File: src/verilog/setr_pkg.sv
// Package with register map, field layout and types of the egress tagging and pacing block.
`default_nettype none
package setr_pkg;
  // Register indices; the byte address is four times the index.
  localparam logic [15:0] IDX_POLICY  = 16'h1c0c;
  localparam logic [15:0] IDX_RATE_H01 = 16'h1c0d;
  localparam logic [15:0] IDX_RATE_H23 = 16'h1c0e;
  localparam logic [15:0] IDX_RATE_P01 = 16'h1c0f;
  localparam logic [15:0] IDX_RATE_P23 = 16'h1c10;
  localparam logic [15:0] IDX_STATUS  = 16'h1c3f;
  // Per-port control group positions inside the tagging policy register.
  localparam int unsigned P0_LSB    = 0;
  localparam int unsigned P1_LSB    = 8;
  localparam int unsigned P2_LSB    = 16;
  localparam int unsigned CHTAG_BIT = 2;
  localparam int unsigned CHPRI_BIT = 3;
  localparam int unsigned CHID_BIT  = 4;
  localparam int unsigned INS_BIT   = 5;
  // Rate field layout.
  localparam int unsigned RATE_W      = 13;
  localparam int unsigned RATE_LO_LSB = 0;
  localparam int unsigned RATE_HI_LSB = 13;
  // Reset values and writable bit masks.
  localparam logic [31:0] POLICY_RST  = 32'h0000_0000;
  localparam logic [31:0] RATE_RST    = 32'h0000_0000;
  localparam logic [31:0] POLICY_MASK = 32'h003f_3f3f;
  localparam logic [31:0] RATE_MASK   = 32'h03ff_ffff;
  // Pacing time unit per byte and its length in clock cycles.
  localparam int unsigned BYTE_TIME_NS = 20;
  localparam int unsigned CLK_NS       = 10;
  localparam int unsigned UNIT_CYC     = (BYTE_TIME_NS + CLK_NS - 1) / CLK_NS;
  localparam logic [1:0]  HOST_PORT    = 2'h0;
  localparam logic [1:0]  UNPACED_PORT = 2'h2;

  typedef enum logic [1:0] {PT_DUMB, PT_ACCESS, PT_HYBRID, PT_CPU} setr_ptype_e;
  typedef enum logic [1:0] {KIND_UNTAG, KIND_PRIO, KIND_REG, KIND_SPECIAL} setr_kind_e;
  typedef enum logic [2:0] {ACT_PASS, ACT_STRIP, ACT_INSERT, ACT_REWRITE, ACT_SPECIAL} setr_act_e;

  typedef struct packed {
    logic [1:0]  eport;
    logic [1:0]  q;
    logic [1:0]  src;
    setr_kind_e  kind;
    logic        untag;
    logic [11:0] ivid;
    logic [2:0]  ipri;
    logic [11:0] evid;
    logic [2:0]  epri;
  } setr_meta_s;

  typedef struct packed {
    setr_meta_s meta;
    logic       sop;
    logic       eop;
    logic [7:0] data;
  } setr_word_s;

  typedef struct packed {
    setr_act_e   act;
    logic        set_vid;
    logic        set_pri;
    logic [11:0] vid;
    logic [2:0]  pri;
  } setr_dec_s;
endpackage
`default_nettype wire

File: src/verilog/setr_stream_if.sv
// Interface carrying a valid/ready word stream between the block's modules.
`timescale 1ns/1ps
`default_nettype none
interface setr_stream_if #(parameter int unsigned W = 8);
  logic         valid;
  logic         ready;
  logic [W-1:0] data;
  modport src (output valid, output data, input ready);
  modport snk (input valid, input data, output ready);
endinterface
`default_nettype wire

File: src/verilog/setr_fifo.sv
// Small synchronous FIFO with valid/ready on both sides.
`timescale 1ns/1ps
`default_nettype none
module setr_fifo #(
  parameter int unsigned W     = 8,
  parameter int unsigned DEPTH = 8
) (
  // Clock and reset.
  input  wire logic               clk,
  input  wire logic               srst,
  // Stream sides.
  setr_stream_if.snk              wr,
  setr_stream_if.src              rd,
  // Fill level.
  output logic [$clog2(DEPTH):0]  level
);
  localparam int unsigned AW = $clog2(DEPTH);
  localparam logic [AW:0] FULL = (AW+1)'(DEPTH);

  logic [W-1:0]  mem [DEPTH];
  logic [AW-1:0] wp_reg;
  logic [AW-1:0] rp_reg;
  logic [AW:0]   cnt_reg;
  logic          push;
  logic          pop;

  // Full and empty come straight from the count so back-pressure is exact.
  assign wr.ready = (cnt_reg != FULL);
  assign rd.valid = (cnt_reg != '0);
  assign rd.data  = mem[rp_reg];
  assign level    = cnt_reg;
  assign push     = wr.valid & wr.ready;
  assign pop      = rd.valid & rd.ready;

  // Storage is written only; no reset needed on data.
  always_ff @(posedge clk) begin
    if (push) begin
      mem[wp_reg] <= wr.data;
    end
  end

  // Pointers wrap at DEPTH, which need not be a power of two.
  always_ff @(posedge clk) begin
    if (srst) begin
      wp_reg  <= '0;
      rp_reg  <= '0;
      cnt_reg <= '0;
    end else begin
      if (push) begin
        wp_reg <= (wp_reg == AW'(DEPTH - 1)) ? '0 : wp_reg + 1'b1;
      end
      if (pop) begin
        rp_reg <= (rp_reg == AW'(DEPTH - 1)) ? '0 : rp_reg + 1'b1;
      end
      cnt_reg <= cnt_reg + (AW+1)'(push) - (AW+1)'(pop);
    end
  end
endmodule
`default_nettype wire

File: src/verilog/setr_egress.sv
// Egress tag policy and per-queue byte pacing stage with its Avalon-MM registers.
`timescale 1ns/1ps
`default_nettype none
// Operation
// [RULE_01] Type 00: pass regular, strip host special
// [RULE_02] Type 01: strip every tag, special included
// [RULE_03] Type 10: hybrid insert, strip or rewrite
// [RULE_04] Type 11: add special tag naming source
// [RULE_05] Port 1 controls at bits 13..8
// [RULE_06] Host port controls at bits 5..0
// [RULE_07] Byte time is (value plus one) times 20ns
// [RULE_08] Two 13-bit rates per register, high queue upper
// [RULE_09] Port 1 has own four rate fields
// [RULE_10] Hybrid insert uses ingress defaults unless untagged
// [RULE_11] Hybrid rewrites VID with egress default
// [RULE_12] Hybrid rewrites priority with egress default
// [RULE_13] Change tag gates only regular tagged packets
// [RULE_14] Hold queue byte until interval elapsed
module setr_egress #(
  parameter int unsigned RATE_UNIT_CYC = setr_pkg::UNIT_CYC,
  parameter int unsigned FIFO_DEPTH    = 8
) (
  // Clock and reset.
  input  wire logic        clk,
  input  wire logic        srst,
  // Avalon-MM register slave, byte addressed.
  input  wire logic [17:0] avs_address,
  input  wire logic        avs_read,
  input  wire logic        avs_write,
  input  wire logic [31:0] avs_writedata,
  input  wire logic [3:0]  avs_byteenable,
  output logic      [31:0] avs_readdata,
  output logic             avs_waitrequest,
  // Packet bytes from the buffer manager, sideband held for the whole packet.
  input  wire logic        in_valid,
  output logic             in_ready,
  input  wire logic [7:0]  in_data,
  input  wire logic        in_sop,
  input  wire logic        in_eop,
  input  wire logic [1:0]  in_egress_port,
  input  wire logic [1:0]  in_queue,
  input  wire logic [1:0]  in_src_port,
  input  wire logic [1:0]  in_tag_kind,
  input  wire logic        in_untag,
  input  wire logic [11:0] in_ingr_vid,
  input  wire logic [2:0]  in_ingr_pri,
  input  wire logic [11:0] in_egr_vid,
  input  wire logic [2:0]  in_egr_pri,
  // Paced bytes and tag edit orders to the port transmit paths.
  output logic             out_valid,
  input  wire logic        out_ready,
  output logic [7:0]       out_data,
  output logic             out_sop,
  output logic             out_eop,
  output logic [1:0]       out_port,
  output logic [2:0]       out_action,
  output logic             out_set_vid,
  output logic             out_set_pri,
  output logic [11:0]      out_vid,
  output logic [2:0]       out_pri,
  output logic [1:0]       out_src_port
);
  localparam int unsigned W     = $bits(setr_pkg::setr_word_s);
  localparam int unsigned LVL_W = $clog2(FIFO_DEPTH) + 1;

  // Byte address of a register index.
  function automatic logic [17:0] reg_addr(input logic [15:0] idx);
    return {idx, 2'b00};
  endfunction

  // Byte-lane merge of a write into a register, reserved bits forced to zero.
  function automatic logic [31:0] merge(input logic [31:0] old, input logic [31:0] wd,
                                        input logic [3:0] be, input logic [31:0] mask);
    logic [31:0] r;
    r = old;
    for (int b = 0; b < 4; b++) begin
      if (be[b]) begin
        r[8*b +: 8] = wd[8*b +: 8];
      end
    end
    return r & mask;
  endfunction

  // Byte interval in cycles for a programmed rate value.
  function automatic logic [15:0] pace_cycles(input logic [12:0] rate);
    return 16'((32'(rate) + 32'd1) * RATE_UNIT_CYC);
  endfunction

  // Control group of one egress port.
  function automatic logic [5:0] port_ctl(input logic [31:0] pol, input logic [1:0] port);
    if (port == setr_pkg::HOST_PORT) begin
      return pol[setr_pkg::P0_LSB +: 6];
    end else if (port == 2'h1) begin
      return pol[setr_pkg::P1_LSB +: 6];
    end else begin
      return pol[setr_pkg::P2_LSB +: 6];
    end
  endfunction

  // Tag decision for one packet from its port's controls and its sideband.
  function automatic setr_pkg::setr_dec_s decide(input logic [5:0] ctl,
                                                 input setr_pkg::setr_meta_s m);
    setr_pkg::setr_dec_s d;
    d.act     = setr_pkg::ACT_PASS;
    d.set_vid = 1'b0;
    d.set_pri = 1'b0;
    d.vid     = m.evid;
    d.pri     = m.epri;
    case (setr_pkg::setr_ptype_e'(ctl[1:0]))
      setr_pkg::PT_DUMB: begin
        if (m.kind == setr_pkg::KIND_SPECIAL) begin // [RULE_01]
          d.act = setr_pkg::ACT_STRIP;
        end
      end
      setr_pkg::PT_ACCESS: begin
        if (m.kind != setr_pkg::KIND_UNTAG) begin // [RULE_02]
          d.act = setr_pkg::ACT_STRIP;
        end
      end
      setr_pkg::PT_CPU: begin
        d.act = setr_pkg::ACT_SPECIAL; // [RULE_04]
      end
      default: begin
        // Hybrid: the untag bit always wins over any change order. [RULE_03]
        if (m.kind == setr_pkg::KIND_UNTAG) begin
          if (ctl[setr_pkg::INS_BIT] && !m.untag) begin // [RULE_10]
            d.act     = setr_pkg::ACT_INSERT;
            d.set_vid = 1'b1;
            d.set_pri = 1'b1;
            d.vid     = m.ivid;
            d.pri     = m.ipri;
          end
        end else if (m.kind == setr_pkg::KIND_SPECIAL || m.untag) begin
          d.act = setr_pkg::ACT_STRIP;
        end else if (m.kind == setr_pkg::KIND_PRIO) begin
          // Priority tags always take the ingress VID; change tag is ignored. [RULE_13]
          d.act     = setr_pkg::ACT_REWRITE;
          d.set_vid = 1'b1;
          d.vid     = m.ivid;
          d.set_pri = ctl[setr_pkg::CHPRI_BIT];
        end else if (ctl[setr_pkg::CHTAG_BIT] &&
                     (ctl[setr_pkg::CHID_BIT] || ctl[setr_pkg::CHPRI_BIT])) begin
          d.act     = setr_pkg::ACT_REWRITE;
          d.set_vid = ctl[setr_pkg::CHID_BIT]; // [RULE_11]
          d.set_pri = ctl[setr_pkg::CHPRI_BIT]; // [RULE_12]
        end
      end
    endcase
    return d;
  endfunction

  logic [31:0]             policy_reg;
  logic [31:0]             rate_reg [4];
  logic                    ack_reg;
  logic                    req;
  logic                    wr_en;
  logic [31:0]             rd_mux;
  logic [15:0]             tmr_reg [8];
  logic [LVL_W-1:0]        level;
  setr_pkg::setr_word_s    head;
  setr_pkg::setr_dec_s     dec;
  logic [5:0]              ctl;
  logic                    paced;
  logic [2:0]              pidx;
  logic [12:0]             cur_rate;
  logic                    gate_open;
  logic                    load;
  logic                    out_valid_reg;
  setr_pkg::setr_word_s    out_word_reg;
  setr_pkg::setr_dec_s     out_dec_reg;

  setr_stream_if #(.W(W)) s_in ();
  setr_stream_if #(.W(W)) s_out ();

  // Incoming bytes are packed with their sideband and queued; the FIFO ready stalls the source.
  assign s_in.valid = in_valid;
  assign s_in.data  = {in_egress_port, in_queue, in_src_port, in_tag_kind, in_untag,
                       in_ingr_vid, in_ingr_pri, in_egr_vid, in_egr_pri, in_sop, in_eop, in_data};
  assign in_ready   = s_in.ready;

  setr_fifo #(.W(W), .DEPTH(FIFO_DEPTH)) u_fifo (
    .clk   (clk),
    .srst  (srst),
    .wr    (s_in),
    .rd    (s_out),
    .level (level)
  );

  // Head-of-line decode: controls, rate and pacing gate for the byte at the FIFO output.
  assign head     = setr_pkg::setr_word_s'(s_out.data);
  assign ctl      = port_ctl(policy_reg, head.meta.eport); // [RULE_05] [RULE_06]
  assign dec      = decide(ctl, head.meta);
  assign paced    = (head.meta.eport != setr_pkg::UNPACED_PORT);
  assign pidx     = {head.meta.eport[0], head.meta.q};
  assign cur_rate = head.meta.q[0]
                  ? rate_reg[pidx[2:1]][setr_pkg::RATE_HI_LSB +: setr_pkg::RATE_W] // [RULE_08]
                  : rate_reg[pidx[2:1]][setr_pkg::RATE_LO_LSB +: setr_pkg::RATE_W]; // [RULE_09]
  assign gate_open = !paced || (tmr_reg[pidx] == '0); // [RULE_14]
  assign load      = s_out.valid && gate_open && (!out_valid_reg || out_ready);
  assign s_out.ready = load;

  // One interval timer per paced queue; port 2 has no rate registers here and is not paced.
  always_ff @(posedge clk) begin
    for (int i = 0; i < 8; i++) begin
      if (srst) begin
        tmr_reg[i] <= '0;
      end else if (load && paced && pidx == 3'(i)) begin
        tmr_reg[i] <= pace_cycles(cur_rate) - 16'h0001; // [RULE_07] [RULE_14]
      end else if (tmr_reg[i] != '0) begin
        tmr_reg[i] <= tmr_reg[i] - 16'h0001;
      end
    end
  end

  // Output stage holds a byte and its tag orders until the port takes it.
  always_ff @(posedge clk) begin
    if (srst) begin
      out_valid_reg <= 1'b0;
      out_word_reg  <= '0;
      out_dec_reg   <= '0;
    end else if (load) begin
      out_valid_reg <= 1'b1;
      out_word_reg  <= head;
      out_dec_reg   <= dec;
    end else if (out_ready) begin
      out_valid_reg <= 1'b0;
    end
  end

  assign out_valid    = out_valid_reg;
  assign out_data     = out_word_reg.data;
  assign out_sop      = out_word_reg.sop;
  assign out_eop      = out_word_reg.eop;
  assign out_port     = out_word_reg.meta.eport;
  assign out_src_port = out_word_reg.meta.src;
  assign out_action   = out_dec_reg.act;
  assign out_set_vid  = out_dec_reg.set_vid;
  assign out_set_pri  = out_dec_reg.set_pri;
  assign out_vid      = out_dec_reg.vid;
  assign out_pri      = out_dec_reg.pri;

  // Bus handshake: one wait cycle, then the access completes at the next edge.
  assign req             = avs_read | avs_write;
  assign avs_waitrequest = req & ~ack_reg;
  assign wr_en           = avs_write & ack_reg;

  always_ff @(posedge clk) begin
    if (srst) begin
      ack_reg <= 1'b0;
    end else begin
      ack_reg <= req & ~ack_reg;
    end
  end

  // Read mux; unmapped addresses read zero.
  always_comb begin
    rd_mux = 32'h0000_0000;
    if (avs_address == reg_addr(setr_pkg::IDX_POLICY)) begin
      rd_mux = policy_reg;
    end else if (avs_address == reg_addr(setr_pkg::IDX_STATUS)) begin
      rd_mux[LVL_W-1:0] = level;
      rd_mux[8]         = out_valid_reg;
      rd_mux[9]         = s_out.valid & ~gate_open;
      for (int i = 0; i < 8; i++) begin
        rd_mux[16+i] = (tmr_reg[i] != '0);
      end
    end else begin
      for (int i = 0; i < 4; i++) begin
        if (avs_address == reg_addr(setr_pkg::IDX_RATE_H01 + 16'(i))) begin
          rd_mux = rate_reg[i];
        end
      end
    end
  end

  // Read data is captured in the wait cycle and stands until the next read.
  always_ff @(posedge clk) begin
    if (srst) begin
      avs_readdata <= 32'h0000_0000;
    end else if (avs_read && !ack_reg) begin
      avs_readdata <= rd_mux;
    end
  end

  // Policy register; a write lands at the edge where waitrequest is low.
  always_ff @(posedge clk) begin
    if (srst) begin
      policy_reg <= setr_pkg::POLICY_RST;
    end else if (wr_en && avs_address == reg_addr(setr_pkg::IDX_POLICY)) begin
      policy_reg <= merge(policy_reg, avs_writedata, avs_byteenable, setr_pkg::POLICY_MASK);
    end
  end

  // Rate registers for host and port 1 queues.
  always_ff @(posedge clk) begin
    for (int i = 0; i < 4; i++) begin
      if (srst) begin
        rate_reg[i] <= setr_pkg::RATE_RST;
      end else if (wr_en && avs_address == reg_addr(setr_pkg::IDX_RATE_H01 + 16'(i))) begin
        rate_reg[i] <= merge(rate_reg[i], avs_writedata, avs_byteenable, setr_pkg::RATE_MASK);
      end
    end
  end
endmodule
`default_nettype wire

File: config.mk
export PLATFORM = sky130hd
export DESIGN_NAME = setr_egress
export DESIGN_NICKNAME = d
export VERILOG_FILES = /design/src/verilog/setr_pkg.sv /design/src/verilog/setr_stream_if.sv /design/src/verilog/setr_fifo.sv /design/src/verilog/setr_egress.sv
export SDC_FILE = /design/constraint.sdc
export NUM_CORES = 1
export LEC_CHECK = 0
export BUFFER_PORTS_ARGS = -buffer_cell sky130_fd_sc_hd__buf_2
export CORE_MARGIN = 5
export CORE_UTILIZATION = 50
export CTS_BUF_LIST = sky130_fd_sc_hd__clkbuf_4
export CTS_CLUSTER_DIAMETER = 30
export DETAILED_ROUTE_END_ITERATION = 7
export GPL_TIMING_DRIVEN = 0
export HOLD_SLACK_MARGIN = 0.02
export PLACE_DENSITY_LB_ADDON = 0.1
export SLEW_MARGIN = 20
export SYNTH_ARGS = -nofsm -noshare
export SYNTH_HDL_FRONTEND = slang
export SYNTH_SLANG_ARGS = --single-unit
File: constraint.sdc
create_clock -name clk -period 7.9 [get_ports clk]
set_clock_uncertainty 0.05 [all_clocks]
set_input_delay 0.395 -clock clk [delete_from_list [all_inputs] [get_ports clk]]
set_output_delay 0.395 -clock clk [all_outputs]
set_load 0.02 [all_outputs]
==> results.md, run 1 <==
CTS:
- TritonCTS built the clock tree.
- The number of buffers created by CTS is 189.
- For the worst-skew pair, the clock arrives at the later sink with an insertion delay of 1.06 ns.
- In this run the post-CTS setup repair buffer count came out at 0.
- The cell chosen for the clock root is sky130_fd_sc_hd__clkbuf_4.
- The number of gates resized after CTS was 0.
- Buffers inserted to repair hold after CTS numbered approximately 100.
- The worst-case clock buffer depth is 3.
- The H-tree level count is 4.
- The tree built by TritonCTS fans out to 717 sinks.
- Clock-pin slew was measured on the worst setup and hold paths at 0.07 ns.

Yosys:
- The summed instance area of the synthesized netlist is about 0.032 mm2.
- The post-synthesis sequential area ratio is 64.29%.
- The synthesized netlist cell count is approximately 2,200.
- The flop and latch count out of synthesis is 717.
- Yosys attributes the largest share of cell area to sky130_fd_sc_hd__edfxtp_1, sky130_fd_sc_hd__mux4_2, sky130_fd_sc_hd__dfxtp_1.
- The synthesized design contains 624 enable-type register cells.
- The Yosys warning count is 0.
- Counting flops with an async set or reset pin after synthesis yields a share of 0%.
- In the synthesized netlist the dominant register cell turns out to be sky130_fd_sc_hd__edfxtp_1.
- The per-instance average area after synthesis is 14.45 um2.
- The synthesized netlist contains 76 unique library cells.
- Of all cell types, the one taking the most synthesized area is sky130_fd_sc_hd__edfxtp_1.
- The cell with the most instances after synthesis is sky130_fd_sc_hd__edfxtp_1.
- After synthesis, the largest area contributor takes up 58.48% of total cell area.
- After synthesis, the most frequently instantiated cells are sky130_fd_sc_hd__edfxtp_1, sky130_fd_sc_hd__nor2_1, sky130_fd_sc_hd__mux2i_1.

Hold path:
- The hold path depth is 2.
- For hold timing, the worst endpoint is u_fifo.mem[0][37].
- The worst hold path begins at in_ingr_vid[9].
- The path class of the tightest hold or removal check is primary input to flip-flop.

Worst setup path:
- The type of the setup path with the least slack is flip-flop to flip-flop.
- The worst register-to-register path ends at tmr_reg[3][13].
- Along the worst path, the maximum fanout reaches 10.
- The critical-path cell with the highest stage delay is sky130_fd_sc_hd__clkbuf_1.
- Walking the worst path, the cells encountered are buf_6, mux4_2, mux2i_2, mux4_2, mux2i_1, clkbuf_1, inv_1, ha_1, inv_1, xnor2_1, nand2_1, nor3b_2, o21ai_1, mux2i_1, xnor2_2, o22ai_1.
- The delay of the slowest cell on the worst path is between 0.8 and 0.9 ns.
- The critical path startpoint category is a flip-flop.
- The worst setup path is captured at a flip-flop.
- The number of cells on the worst reg-to-reg path is 16.
- Data on the critical path is required at its endpoint by 8.58 ns.
- The signal arrival time at the worst endpoint is 7.11 ns.
- The setup slack of the most critical reg-to-reg path is 1.47 ns.

Floorplanning:
- The initial utilization of the core area, before any placement, comes to 50.61%.
- The placeable core region is about 0.063 mm2.
- The die covers 0.06925 mm2.
- The number of ports placed on the die boundary is around 180.
- The height of the die is roughly 260 um.
- In this run the horizontal extent of the chip is 263.2 um.
- The floorplan has a little over 90 rows.

Drt:
- The number of routed nets with antenna violations is 0.
- The first detailed-routing pass took 6 iterations.
- The average vias per placed instance is 5.890.
- The via count is around 22,000.
- For this block, the routed nets add up to just over 90 mm of wire.
- The number of design-rule violations left by the first detailed-router iteration is between 2,000 and 2,500.
- The remaining design rule violation count is 0.
- The average wire per standard cell is 24.32 um.

Power and ir drop:
- After layout, the design draws a total of 13.72 mW.
- Summed over all nets, the switching power comes to roughly 5.1 mW.
- Internal power comes to 8.604 mW.
- The analysis attributes to cell leakage a power of between 10 and 15 nW.
- The power density over the cells is 358.9 mW/mm2.
- In this run, flip-flops and latches consume 36.7% of the power.
- In this run, the combinational gates consume about two fifths of the power.
- The worst-case IR drop observed on VDD is approximately 0.35 mV.
- The switching power as a share of total power is between 30 and 40%.
- The clock network accounts for roughly a quarter of the total power.

Global routing:
- Entering global routing, the biggest net connects 21 pins.
- The layer with the highest usage after global routing is met2.
- Global routing used 42.17% of the available met2 tracks.
- The residual overflow from global routing is 0.
- For this run, global-route usage on met3 was measured as 6.088%.
- For this run, global-route usage on met1 was measured as 34.13%.
- The initial antenna violation count is 4.
- The via count of the first global-routing pass was around 22,000.
- The first global-routing pass estimated approximately 140 mm of wire.
- Across every metal layer, demand over resource in global routing totals roughly a quarter.

Finish:
- The fraction of layout cells with a size suffix above 1 is 25.54%.
- Fill cells in the final layout number 5,015.
- The final layout contains 2,862 nets.
- The register area is 0.02060 mm2.
- The area added between synthesis and finish is 19.25%.
- For this run, the share of the core covered by cells in the final layout is 60.35%.
- The multi-input combinational cells in the finished layout cover a total of roughly 0.011 mm2.
- The register with the most flip-flops in the layout has 392 of them.

Timing:
- The count of final hold-check violations was 0.
- In this run the tightest slew margin relative to its limit is a little over a quarter.
- The number of max-slew violations in the final report is 0.
- On the final layout, the worst hold slack is 0.1211 ns.
- At the pin with the least slew margin, the transition time is 1.098 ns.
- Setup violations remaining at the end of the flow were counted as 0.
- The part of the cycle the worst path needs is 81.39%.
- Setup repair after global routing left no endpoint under its margin.
- The post-route minimum period is 6.430 ns.
- Timing would allow up to 0.1555 GHz.

Placed design:
- The HPWL after detailed placement is 61.96 mm.
- The total of buffers placed on input and output ports is 163.
- The placer's final routability congestion estimate is roughly 0.94.

Status:
- The flow ran to the end, and the final reports show no timing, DRC or antenna violations.

Run:
- The max capacitance violation total is 0.
[per-stage QoR]
stage,setup TNS [ns],instances,cell area (um2),worst slack (ns)
final,0,3736,38210,1.470
after floorplan,0,2222,32060,1.637
after CTS,0,3732,38190,1.425
after detailed placement,0,3284,34580,1.394
after global placement,-348.77,3231,33940,-3.878
after global routing,0,3735,38210,1.260
[kinds of logic (layout without fill, tap and decap cells)]
logic type | Yosys count | count (layout) | share of synthesized area [%]
other cells | 1 | 10 | 0.01170
mux | 255 | 255 | 12.50
flops | 717 | 717 | 64.29
buf+inv | 159 | 823 | 2.058
fa+ha+maj | 21 | 21 | 0.8435
compound gates | 342 | 342 | 7.244
xor+xnor | 120 | 120 | 3.350
simple gates | 602 | 602 | 9.704
[cell usage in the layout (no fill, tap or decap), types with 8 or more instances in the layout]
| cell | n |
|---|---|
| sky130_fd_sc_hd__nor2_1 | 168 |
| sky130_fd_sc_hd__nor2b_1 | 13 |
| sky130_fd_sc_hd__a21oi_1 | 45 |
| sky130_fd_sc_hd__clkinv_2 | 8 |
| sky130_fd_sc_hd__a22o_1 | 14 |
| sky130_fd_sc_hd__nor3_1 | 50 |
| sky130_fd_sc_hd__nor4_1 | 35 |
| sky130_fd_sc_hd__a222oi_1 | 10 |
| sky130_fd_sc_hd__mux2_2 | 24 |
| sky130_fd_sc_hd__nand3b_1 | 12 |
| sky130_fd_sc_hd__nand2_1 | 98 |
| sky130_fd_sc_hd__clkbuf_4 | 290 |
| sky130_fd_sc_hd__xnor2_2 | 9 |
| sky130_fd_sc_hd__edfxtp_1 | 624 |
| sky130_fd_sc_hd__mux4_2 | 113 |
| sky130_fd_sc_hd__a211oi_1 | 40 |
| sky130_fd_sc_hd__inv_1 | 35 |
| sky130_fd_sc_hd__dlygate4sd3_1 | 103 |
| sky130_fd_sc_hd__o22ai_1 | 107 |
| sky130_fd_sc_hd__o21ai_0 | 32 |
| sky130_fd_sc_hd__xor2_1 | 44 |
| sky130_fd_sc_hd__nand3_1 | 18 |
| sky130_fd_sc_hd__dfxtp_1 | 93 |
| sky130_fd_sc_hd__and2_1 | 113 |
| sky130_fd_sc_hd__or3_1 | 16 |
| sky130_fd_sc_hd__clkbuf_1 | 91 |
| sky130_fd_sc_hd__buf_2 | 184 |
| sky130_fd_sc_hd__buf_4 | 30 |
| sky130_fd_sc_hd__xnor2_1 | 65 |
| sky130_fd_sc_hd__buf_6 | 16 |
| sky130_fd_sc_hd__a221oi_1 | 9 |
| sky130_fd_sc_hd__nor3b_1 | 8 |
| sky130_fd_sc_hd__ha_1 | 20 |
| sky130_fd_sc_hd__a22oi_1 | 26 |
| sky130_fd_sc_hd__clkinv_1 | 31 |
| sky130_fd_sc_hd__nand2b_1 | 18 |
| sky130_fd_sc_hd__mux2i_1 | 116 |
| sky130_fd_sc_hd__nor3_2 | 8 |
| sky130_fd_sc_hd__a21o_1 | 20 |
[worst max-delay path by stage]
stage	slack, ns	depth (start not counted)	to
3_5_place_dp	1.39	16	tmr_reg[7][9]
3_3_place_gp	-3.88	5	u_fifo.mem[0][44]
5_1_grt	1.26	16	tmr_reg[7][13]
2_1_floorplan	1.64	5	u_fifo.mem[0][0]
6_report	1.47	16	tmr_reg[3][13]
4_1_cts	1.42	16	tmr_reg[3][9]
[area by class of cell]
class                           instances  area share, %
Sequential cell                       717          53.91
Clock buffer                          290          5.698
Buffer                                124          1.402
Tap cell                              846          2.770
Timing Repair Buffer                  319          6.189
Clock inverter                         55          1.032
Antenna cell                            4        0.02620
Multi-Input combinational cell       1346          28.63
Inverter                               35         0.3438
[routing by layer]
layer / wire (um) / share of wire (%) / up-vias
li1: - / - / 9798
met1: 36650 / 40 / 10990
met2: 43890 / 48 / 1028
met3: 7637 / 8.4 / 195
met4: 2682 / 3.0 / 0
met5: 0 / 0 / -
[power groups by stage]
stage | registers (mW) | clock network (mW) | logic (mW)
2_1_floorplan | 5.11 | 0 | 3.30
3_3_place_gp | 5.11 | 0 | 4.91
3_5_place_dp | 5.10 | 0 | 5.23
4_1_cts | 5.03 | 3.45 | 5.29
5_1_grt | 5.08 | 3.68 | 5.68
6_report | 5.03 | 3.38 | 5.30
[critical path, delay by kind of cell (launching register included)]
kind                       cells  cell delay, ns
buffers and inverters          4            1.40
DFF                            1            0.32
adders and majority gates      1            0.33
muxes                          5            2.19
AOI/OAI and AO/OA              2            0.46
and+or+nand+nor                2            0.58
xor gates and xnor gates       2            0.80
Power figures use the tool's default switching activity.
==> inputs of run 2 (changes only) <==
clock period = 6.3 ns   (was 7.9 ns; I/O delays follow)
==> results.md, run 2 (synthesized netlist as in run 1, its figures left out) <==
Floorplanning:
- The die footprint is 0.06925 mm2.
- The floorplan has 92 rows.
- During I/O placement, the number of pins put on the boundary was between 150 and 200.
- The die boundary width is 263.2 um.
- The height of the die is 263.2 um.
- The starting density of the core is 50.61%.
- The floorplan step defined a core boundary enclosing 0.06331 mm2.

Timing:
- Setup repair after global routing left no endpoint under its margin.
- The count of final hold-check violations is 0.
- Summed over all failing endpoints, the final setup total negative slack is 0 ns.
- For this run, the top clock speed supported by timing is 0.1677 GHz.
- The worst path uses ~95% of the clock period.
- Once routing completed, OpenROAD measured the worst setup slack at 0.3371 ns.
- For the pin with the worst max-slew slack, the measured transition is 1.116 ns.
- The number of setup violations in the final report is 0.
- The worst pin sits at a relative slew slack of 25.57%.
- The number of max-slew violations in the final report was 0.
- Subtracting the final worst setup slack from the clock period gives 5.963 ns.

Hold path:
- The class of the tightest hold or removal check is primary input to flip-flop.
- The worst hold path was traced through 3 stages.

Power and ir drop:
- The power density over the cells is 445.1 mW/mm2.
- Summed over all cells, the static leakage comes to 14.18 nW.
- The maximum ir drop on the vdd rail is 0.4574 mV.

Worst setup path:
- The most frequent cell on the critical path is sky130_fd_sc_hd__buf_4.
- The logic depth of the worst path, buffers included is 19.
- The critical-path cell with the highest stage delay is sky130_fd_sc_hd__mux4_2.
- The critical path is of the flip-flop to flip-flop type.
- Counting cells, the worst reg-to-reg path comes to 19.
- The critical path startpoint category is a flip-flop.
- The signal arrival time at the worst endpoint is 6.76 ns.
- The type of destination of the critical path is a flip-flop.
- On the worst path, the slowest cell contributes a delay of 0.67 ns.
- The family with the most delay on the worst path is buffers and inverters.
- The critical path ends at u_fifo.level[2].
- The endpoint identified for the worst register-to-register timing path is u_fifo.level[2].
- Setup slack on the worst reg-to-reg path comes out at around 0.34 ns.
- The sum of buffers and inverters on the critical path is 9.
- STA puts the critical path data required time at 7.10 ns.
- The highest fanout seen on the critical path is 10.
- The signal on the critical path passes through buf_2, mux4_2, buf_4, buf_4, buf_4, buf_2, nor3b_1, a311oi_1, a21o_1, a211oi_1, clkbuf_1, clkbuf_1, ha_1, inv_1, ha_1, inv_1, fa_1, xor2_1, nor2_1.

Global routing:
- The pin count of the biggest net entering global routing is 21.
- The initial antenna violation count was 4.
- The residual overflow from global routing is 0.
- The global-route wire length before repair is ~140 mm.
- The via count of the first global-routing pass is roughly 22,000.
- Global routing used 26.01% of the available tracks.

Drt:
- The aggregate routed wire length is 91.63 mm.
- The highest metal layer with signal wires is met4.
- The first-pass detailed-route iteration total is 8.
- The remaining design rule violation count is 6.
- The average wire per standard cell is between 20 and 25 um.
- In the detailed route, the total length drawn on met2 is 44.52 mm.
- The routed design uses slightly above 7 mm of met3 wire.
- Once detail routing completed, the nets flagged for antenna violations numbered 0.
- The number of design-rule violations left by the first detailed-router iteration is between 2,000 and 2,500.
- Dividing the detail-routed via count by the number of cells gives 5.842.
- After detailed routing, the wire length on met1 is 37.37 mm.
- The routed layout has 22,130 vias.

CTS:
- Clock latency on the worst-skew pair, taken at its later pin, is 1.04 ns.
- The H-tree level count is 4.
- The number of buffers created by CTS is 189.
- TritonCTS built the clock tree.
- The cell chosen for the clock root is sky130_fd_sc_hd__clkbuf_4.
- The worst-case clock buffer depth is 3.
- Counting every sink on the clock net gives 717.
- Clock-pin slew was measured on the worst setup and hold paths at 0.07 ns.
- The post-CTS setup-driven buffer insertion count is 0.

Finish:
- In the final layout, flip-flops and latches occupy between 0.02 and 0.025 mm2.
- The multi-input logic area is between 0.01 and 0.015 mm2.
- The library cell used most frequently in the layout, excluding fill and tap cells, is sky130_fd_sc_hd__edfxtp_1.
- The final core utilization is between 60 and 70%.
- The net count of the finished layout is 2,914.
- The filler cell count is 4,980.
- In the final layout, the share of cells above drive strength 1 is about a quarter.
- In the layout the commonest cells are sky130_fd_sc_hd__edfxtp_1, sky130_fd_sc_hd__clkbuf_4, sky130_fd_sc_hd__buf_2, sky130_fd_sc_hd__nor2_1, sky130_fd_sc_hd__dlygate4sd3_1.
- The register with the most flip-flops in the layout has around 390 of them.
- The area added between synthesis and finish is 20.88%.
- Once layout is done, the placed cells without fillers occupy 0.03873 mm2.
- The filler-free cell count of the finished design is 3,788.

Run:
- The max capacitance violation total is 0.

Placed design:
- The placed instances occupy a cell area of 0.03458 mm2.
- The HPWL after detailed placement is 61.96 mm.
- The pre-CTS worst setup slack is -0.2059 ns.
- Routability-driven placement finished with a final weighted congestion of 0.9423.
- The total of buffers placed on input and output ports is 163.
- The total placed cells including tap cells is between 3,000 and 4,000.

Status:
- The checks that failed: DRC.
- The flow ran to the end, but the final reports show violations.
run 2: cell types whose count changed in the layout (fill, tap and decap cells not counted):
cell                            previous run  this run
sky130_fd_sc_hd__dlygate4sd3_1           103       155
sky130_fd_sc_hd__clkbuf_1                 91        90
sky130_fd_sc_hd__clkbuf_2                  7         8
run 2: worst min-delay path by stage:
stage / from / endpoint / slack (ns)
CTS: avs_writedata[6] / rate_reg[3][6] / 0.02
global route: in_untag / u_fifo.mem[7][40] / 0.04
detailed placement: avs_readdata[9] / avs_readdata[9] / 0.41
global placement: avs_readdata[9] / avs_readdata[9] / 0.41
finish: avs_writedata[6] / rate_reg[3][6] / 0.10
floorplan: in_data[0] / u_fifo.mem[0][0] / 0.36
run 2: layer usage:
| metal | track usage, % | up-vias |
|---|---|---|
| met5 | 0 | - |
| met4 | 9.293 | 0 |
| met3 | 6.294 | 185 |
| met2 | 42.65 | 935 |
| met1 | 34.26 | 11100 |
| li1 | - | 9909 |
run 2: worst min-delay path, stage by stage:
cell                            delay [ns]
sky130_fd_sc_hd__dlygate4sd3_1        0.52
sky130_fd_sc_hd__buf_2                0.12
sky130_fd_sc_hd__and2_1               0.11
run 2: per-stage QoR:
stage / power [mW] / hold slack [ns]
3_3_place_gp: 12.57 / 0.4062
3_5_place_dp: 12.95 / 0.4078
2_1_floorplan: 10.55 / 0.3639
4_1_cts: 17.29 / 0.02130
5_1_grt: 18.14 / 0.04172
6_report: 17.24 / 0.1024
run 2: cell type report:
type                    instances  area share, %
flip-flops and latches        717          53.19
multi-input cells            1346          28.24
repair buffers                371          7.450
clock buffers                 290          5.621
well taps                     846          2.733
plain buffers                 124          1.386
clock inverters                55          1.018
inverters                      35         0.3392
diodes                          4        0.02584
run 2: timing repair:
action,in CTS,in global routing
setup endpoints to repair,25,0
endpoints found under the hold margin,639,0
hold buffers,155,0
gates resized for setup,2,0
run 2: power breakdown:
| group | switching (mW) | leakage [nW] | total (mW) | internal [mW] |
|---|---|---|---|---|
| Combinational | 4.09 | 5.74 | 6.69 | 2.60 |
| Clock | 1.92 | 1.53 | 4.24 | 2.31 |
| Sequential | 0.415 | 6.90 | 6.31 | 5.90 |
| Total | 6.43 | 14.2 | 17.2 | 10.8 |
==> inputs of run 3 (changes only) <==
HOLD_SLACK_MARGIN = 0.12   (was 0.02)
PLACE_DENSITY = 0.7   (was default)
PLACE_DENSITY_LB_ADDON = default   (was 0.1)
clock period = 4.8 ns   (was 6.3 ns; I/O delays follow)
==> results.md, run 3 (synthesized netlist as in run 1, its figures left out) <==
Hold path:
- The path class of the tightest hold or removal check is primary input to flip-flop.

Global routing:
- The initial antenna violation count is 9.
- The via count of the first global-routing pass is 23,280.
- Summed over all layers, the global routing overflow is 0.
- Entering global routing, the biggest net connects 20 pins.
- The global-route wire length before repair is ~140 mm.
- Global routing used 26.58% of the available tracks.

Worst setup path:
- The highest fanout seen on the critical path is 9.
- The type of the setup path with the least slack is flip-flop to flip-flop.
- The critical path startpoint category is a flip-flop.
- The required time of the worst setup path is between 5 and 6 ns.
- The signal arrival time at the worst endpoint is 5.39 ns.
- The worst setup path is captured at a flip-flop.

Drt:
- The highest metal layer with signal wires is met5.
- The aggregate routed wire length is 93.97 mm.
- The remaining design rule violation count is 0.
- The met1 routed wirelength after detailed routing is 35.16 mm.
- The routed layout has 22,870 vias.
- After detailed routing, the met2 layer carries 46.10 mm of wire.
- In the routed layout, each cell is associated on average with a via count of 5.944.
- The number of design-rule violations left by the first detailed-router iteration is 2,482.
- The first-pass detailed-route iteration total is 8.
- In this run the remaining antenna-violating nets after routing total 0.
- Dividing the detail-routed wire length by the instance count gives 24.42 um.
- Summed over all nets, wire length on met3 after detailed routing comes to ~8.7 mm.

Placed design:
- The HPWL after detailed placement is 62.75 mm.
- The placer's final routability congestion estimate is ~1.
- The total of buffers placed on input and output ports is 163.
- The post-placement cell area is 0.03464 mm2.

Timing:
- Measured against its own limit, the worst slew margin works out to a little under a quarter.
- The number of max-slew violations in the final report is 0.
- The count of final hold-check violations came to 0.
- After layout, the worst path uses roughly 98% of the clock period.
- Static timing analysis puts the maximum clock frequency at 0.2116 GHz.
- The final hold slack is 0.2892 ns.
- For the pin with the worst max-slew slack, the measured transition is 1.131 ns.
- Setup violations remaining at the end of the flow were counted as 0.
- Adding up every negative setup slack in the final design gives 0 ns.
- The post-route minimum period is 4.727 ns.

Finish:
- The post-route netlist has between 20% and 30% of its cells at a drive strength greater than 1.
- The library cell used most frequently in the layout, excluding fill and tap cells, is sky130_fd_sc_hd__edfxtp_1.
- The layout net count is around 3,000.
- Registers take 0.02060 mm2.
- The filler cell count is between 4,000 and 5,000.
- Cells fill 62.71% of the core in the end.
- Summing all multi-input logic gate instances after layout gives 0.01125 mm2.
- The number of flip-flops in the largest register is 392.
- From synthesis to final layout, the design area changed by 23.91%.
- After routing the design area is around 0.04 mm2.
- Leaving out fill and tap cells, the most frequent cells in the layout are sky130_fd_sc_hd__edfxtp_1, sky130_fd_sc_hd__clkbuf_4, sky130_fd_sc_hd__dlygate4sd3_1, sky130_fd_sc_hd__buf_2, sky130_fd_sc_hd__nor2_1.

Power and ir drop:
- The maximum ir drop on the vdd rail is 0.4929 mV.
- The power density over the cells is 586.4 mW/mm2.
- In this run the static leakage power is 14.50 nW.
- The total chip power is 23.28 mW.

Floorplanning:
- The die boundary width is 263.2 um.
- The starting density of the core is 50.61%.
- between 150 and 200 I/O pins were placed.
- The placeable core region is 0.06331 mm2.
- In this run the core area contains 92 standard-cell rows.
- The height of the die is 263.2 um.
- The die covers 0.06925 mm2.

CTS:
- The clock latency on the worst-skew pair is 1.07 ns.
- TritonCTS built the clock tree.
- The tree is rooted in a sky130_fd_sc_hd__clkbuf_4.
- The worst-case clock buffer depth is 3.
- The number of buffers created by CTS is 187.
- The clock slew seen by the registers of the worst setup and hold paths is 0.07 ns.
- Counting every sink on the clock net gives 717.
- The H-tree level count is 4.

Status:
- The flow ran to the end, and the final reports show no timing, DRC or antenna violations.

Run:
- The max capacitance violation total is 0.
## run 3: metrics by stage
step / setup slack, ns / std cells
after floorplan: -0.1524 / 2222
after global placement: -3.776 / 3231
after detailed placement: -1.759 / 3277
after CTS: 0.006819 / 3831
after global routing: -0.03041 / 3845
final: 0.07338 / 3848
## run 3: report_power, final
group	internal (mW)	switching [mW]	total, mW	leakage (nW)
clock network	2.93	2.57	5.50	1.51
registers	7.74	0.564	8.30	6.90
logic	3.83	5.65	9.48	6.08
total	14.5	8.78	23.3	14.5
## run 3: timing repair
item,CTS,global route
gates cloned,0,0
resized for setup,41,35
hold endpoints to repair,663,0
setup endpoints to repair,280,230
pin swaps,8,9
buffers inserted,14,11
hold buffers,194,0
## run 3: routing by layer
metal	global-route usage, %	vias to the layer above
met5	0	-
met4	12.50	4
met3	6.396	281
met2	43.86	1266
met1	33.44	11300
li1	-	10030
## run 3: layout make-up
cell class / count / share of cell area [%]
clock inverters: 58 / 0.8856
repair buffers: 428 / 8.894
diodes: 8 / 0.05042
plain buffers: 120 / 1.456
clock buffers: 290 / 5.484
multi-input cells: 1346 / 28.35
well taps: 846 / 2.666
flip-flops and latches: 717 / 51.89
inverters: 35 / 0.3309
## run 3: path summary, 6_finish.rpt
check / start / endpoint / slack, ns / cells past startpoint
min: srst / tmr_reg[6][15] / 0.29 / 5
max reg2reg: flip-flop / tmr_reg[7][14] / 0.07 / 19
max: flip-flop / tmr_reg[7][14] / 0.07 / 19
min reg2reg: out_set_pri / out_set_pri / 0.43 / 2
## run 3: worst max-delay path, cell delays in order (launching register included)
cell,delay (ns)
sky130_fd_sc_hd__dfxtp_1,0.32
sky130_fd_sc_hd__buf_6,0.17
sky130_fd_sc_hd__mux4_2,0.56
sky130_fd_sc_hd__mux2i_4,0.18
sky130_fd_sc_hd__buf_4,0.25
sky130_fd_sc_hd__nor2_1,0.23
sky130_fd_sc_hd__a22oi_1,0.27
sky130_fd_sc_hd__nand2_2,0.16
sky130_fd_sc_hd__inv_1,0.12
sky130_fd_sc_hd__ha_2,0.22
sky130_fd_sc_hd__nand3_2,0.14
sky130_fd_sc_hd__nor4_4,0.29
sky130_fd_sc_hd__buf_4,0.18
sky130_fd_sc_hd__xnor2_4,0.14
sky130_fd_sc_hd__and4bb_4,0.26
sky130_fd_sc_hd__buf_4,0.15
sky130_fd_sc_hd__nand3_1,0.08
sky130_fd_sc_hd__nor2_1,0.07
sky130_fd_sc_hd__a21oi_4,0.40
sky130_fd_sc_hd__o22ai_1,0.16
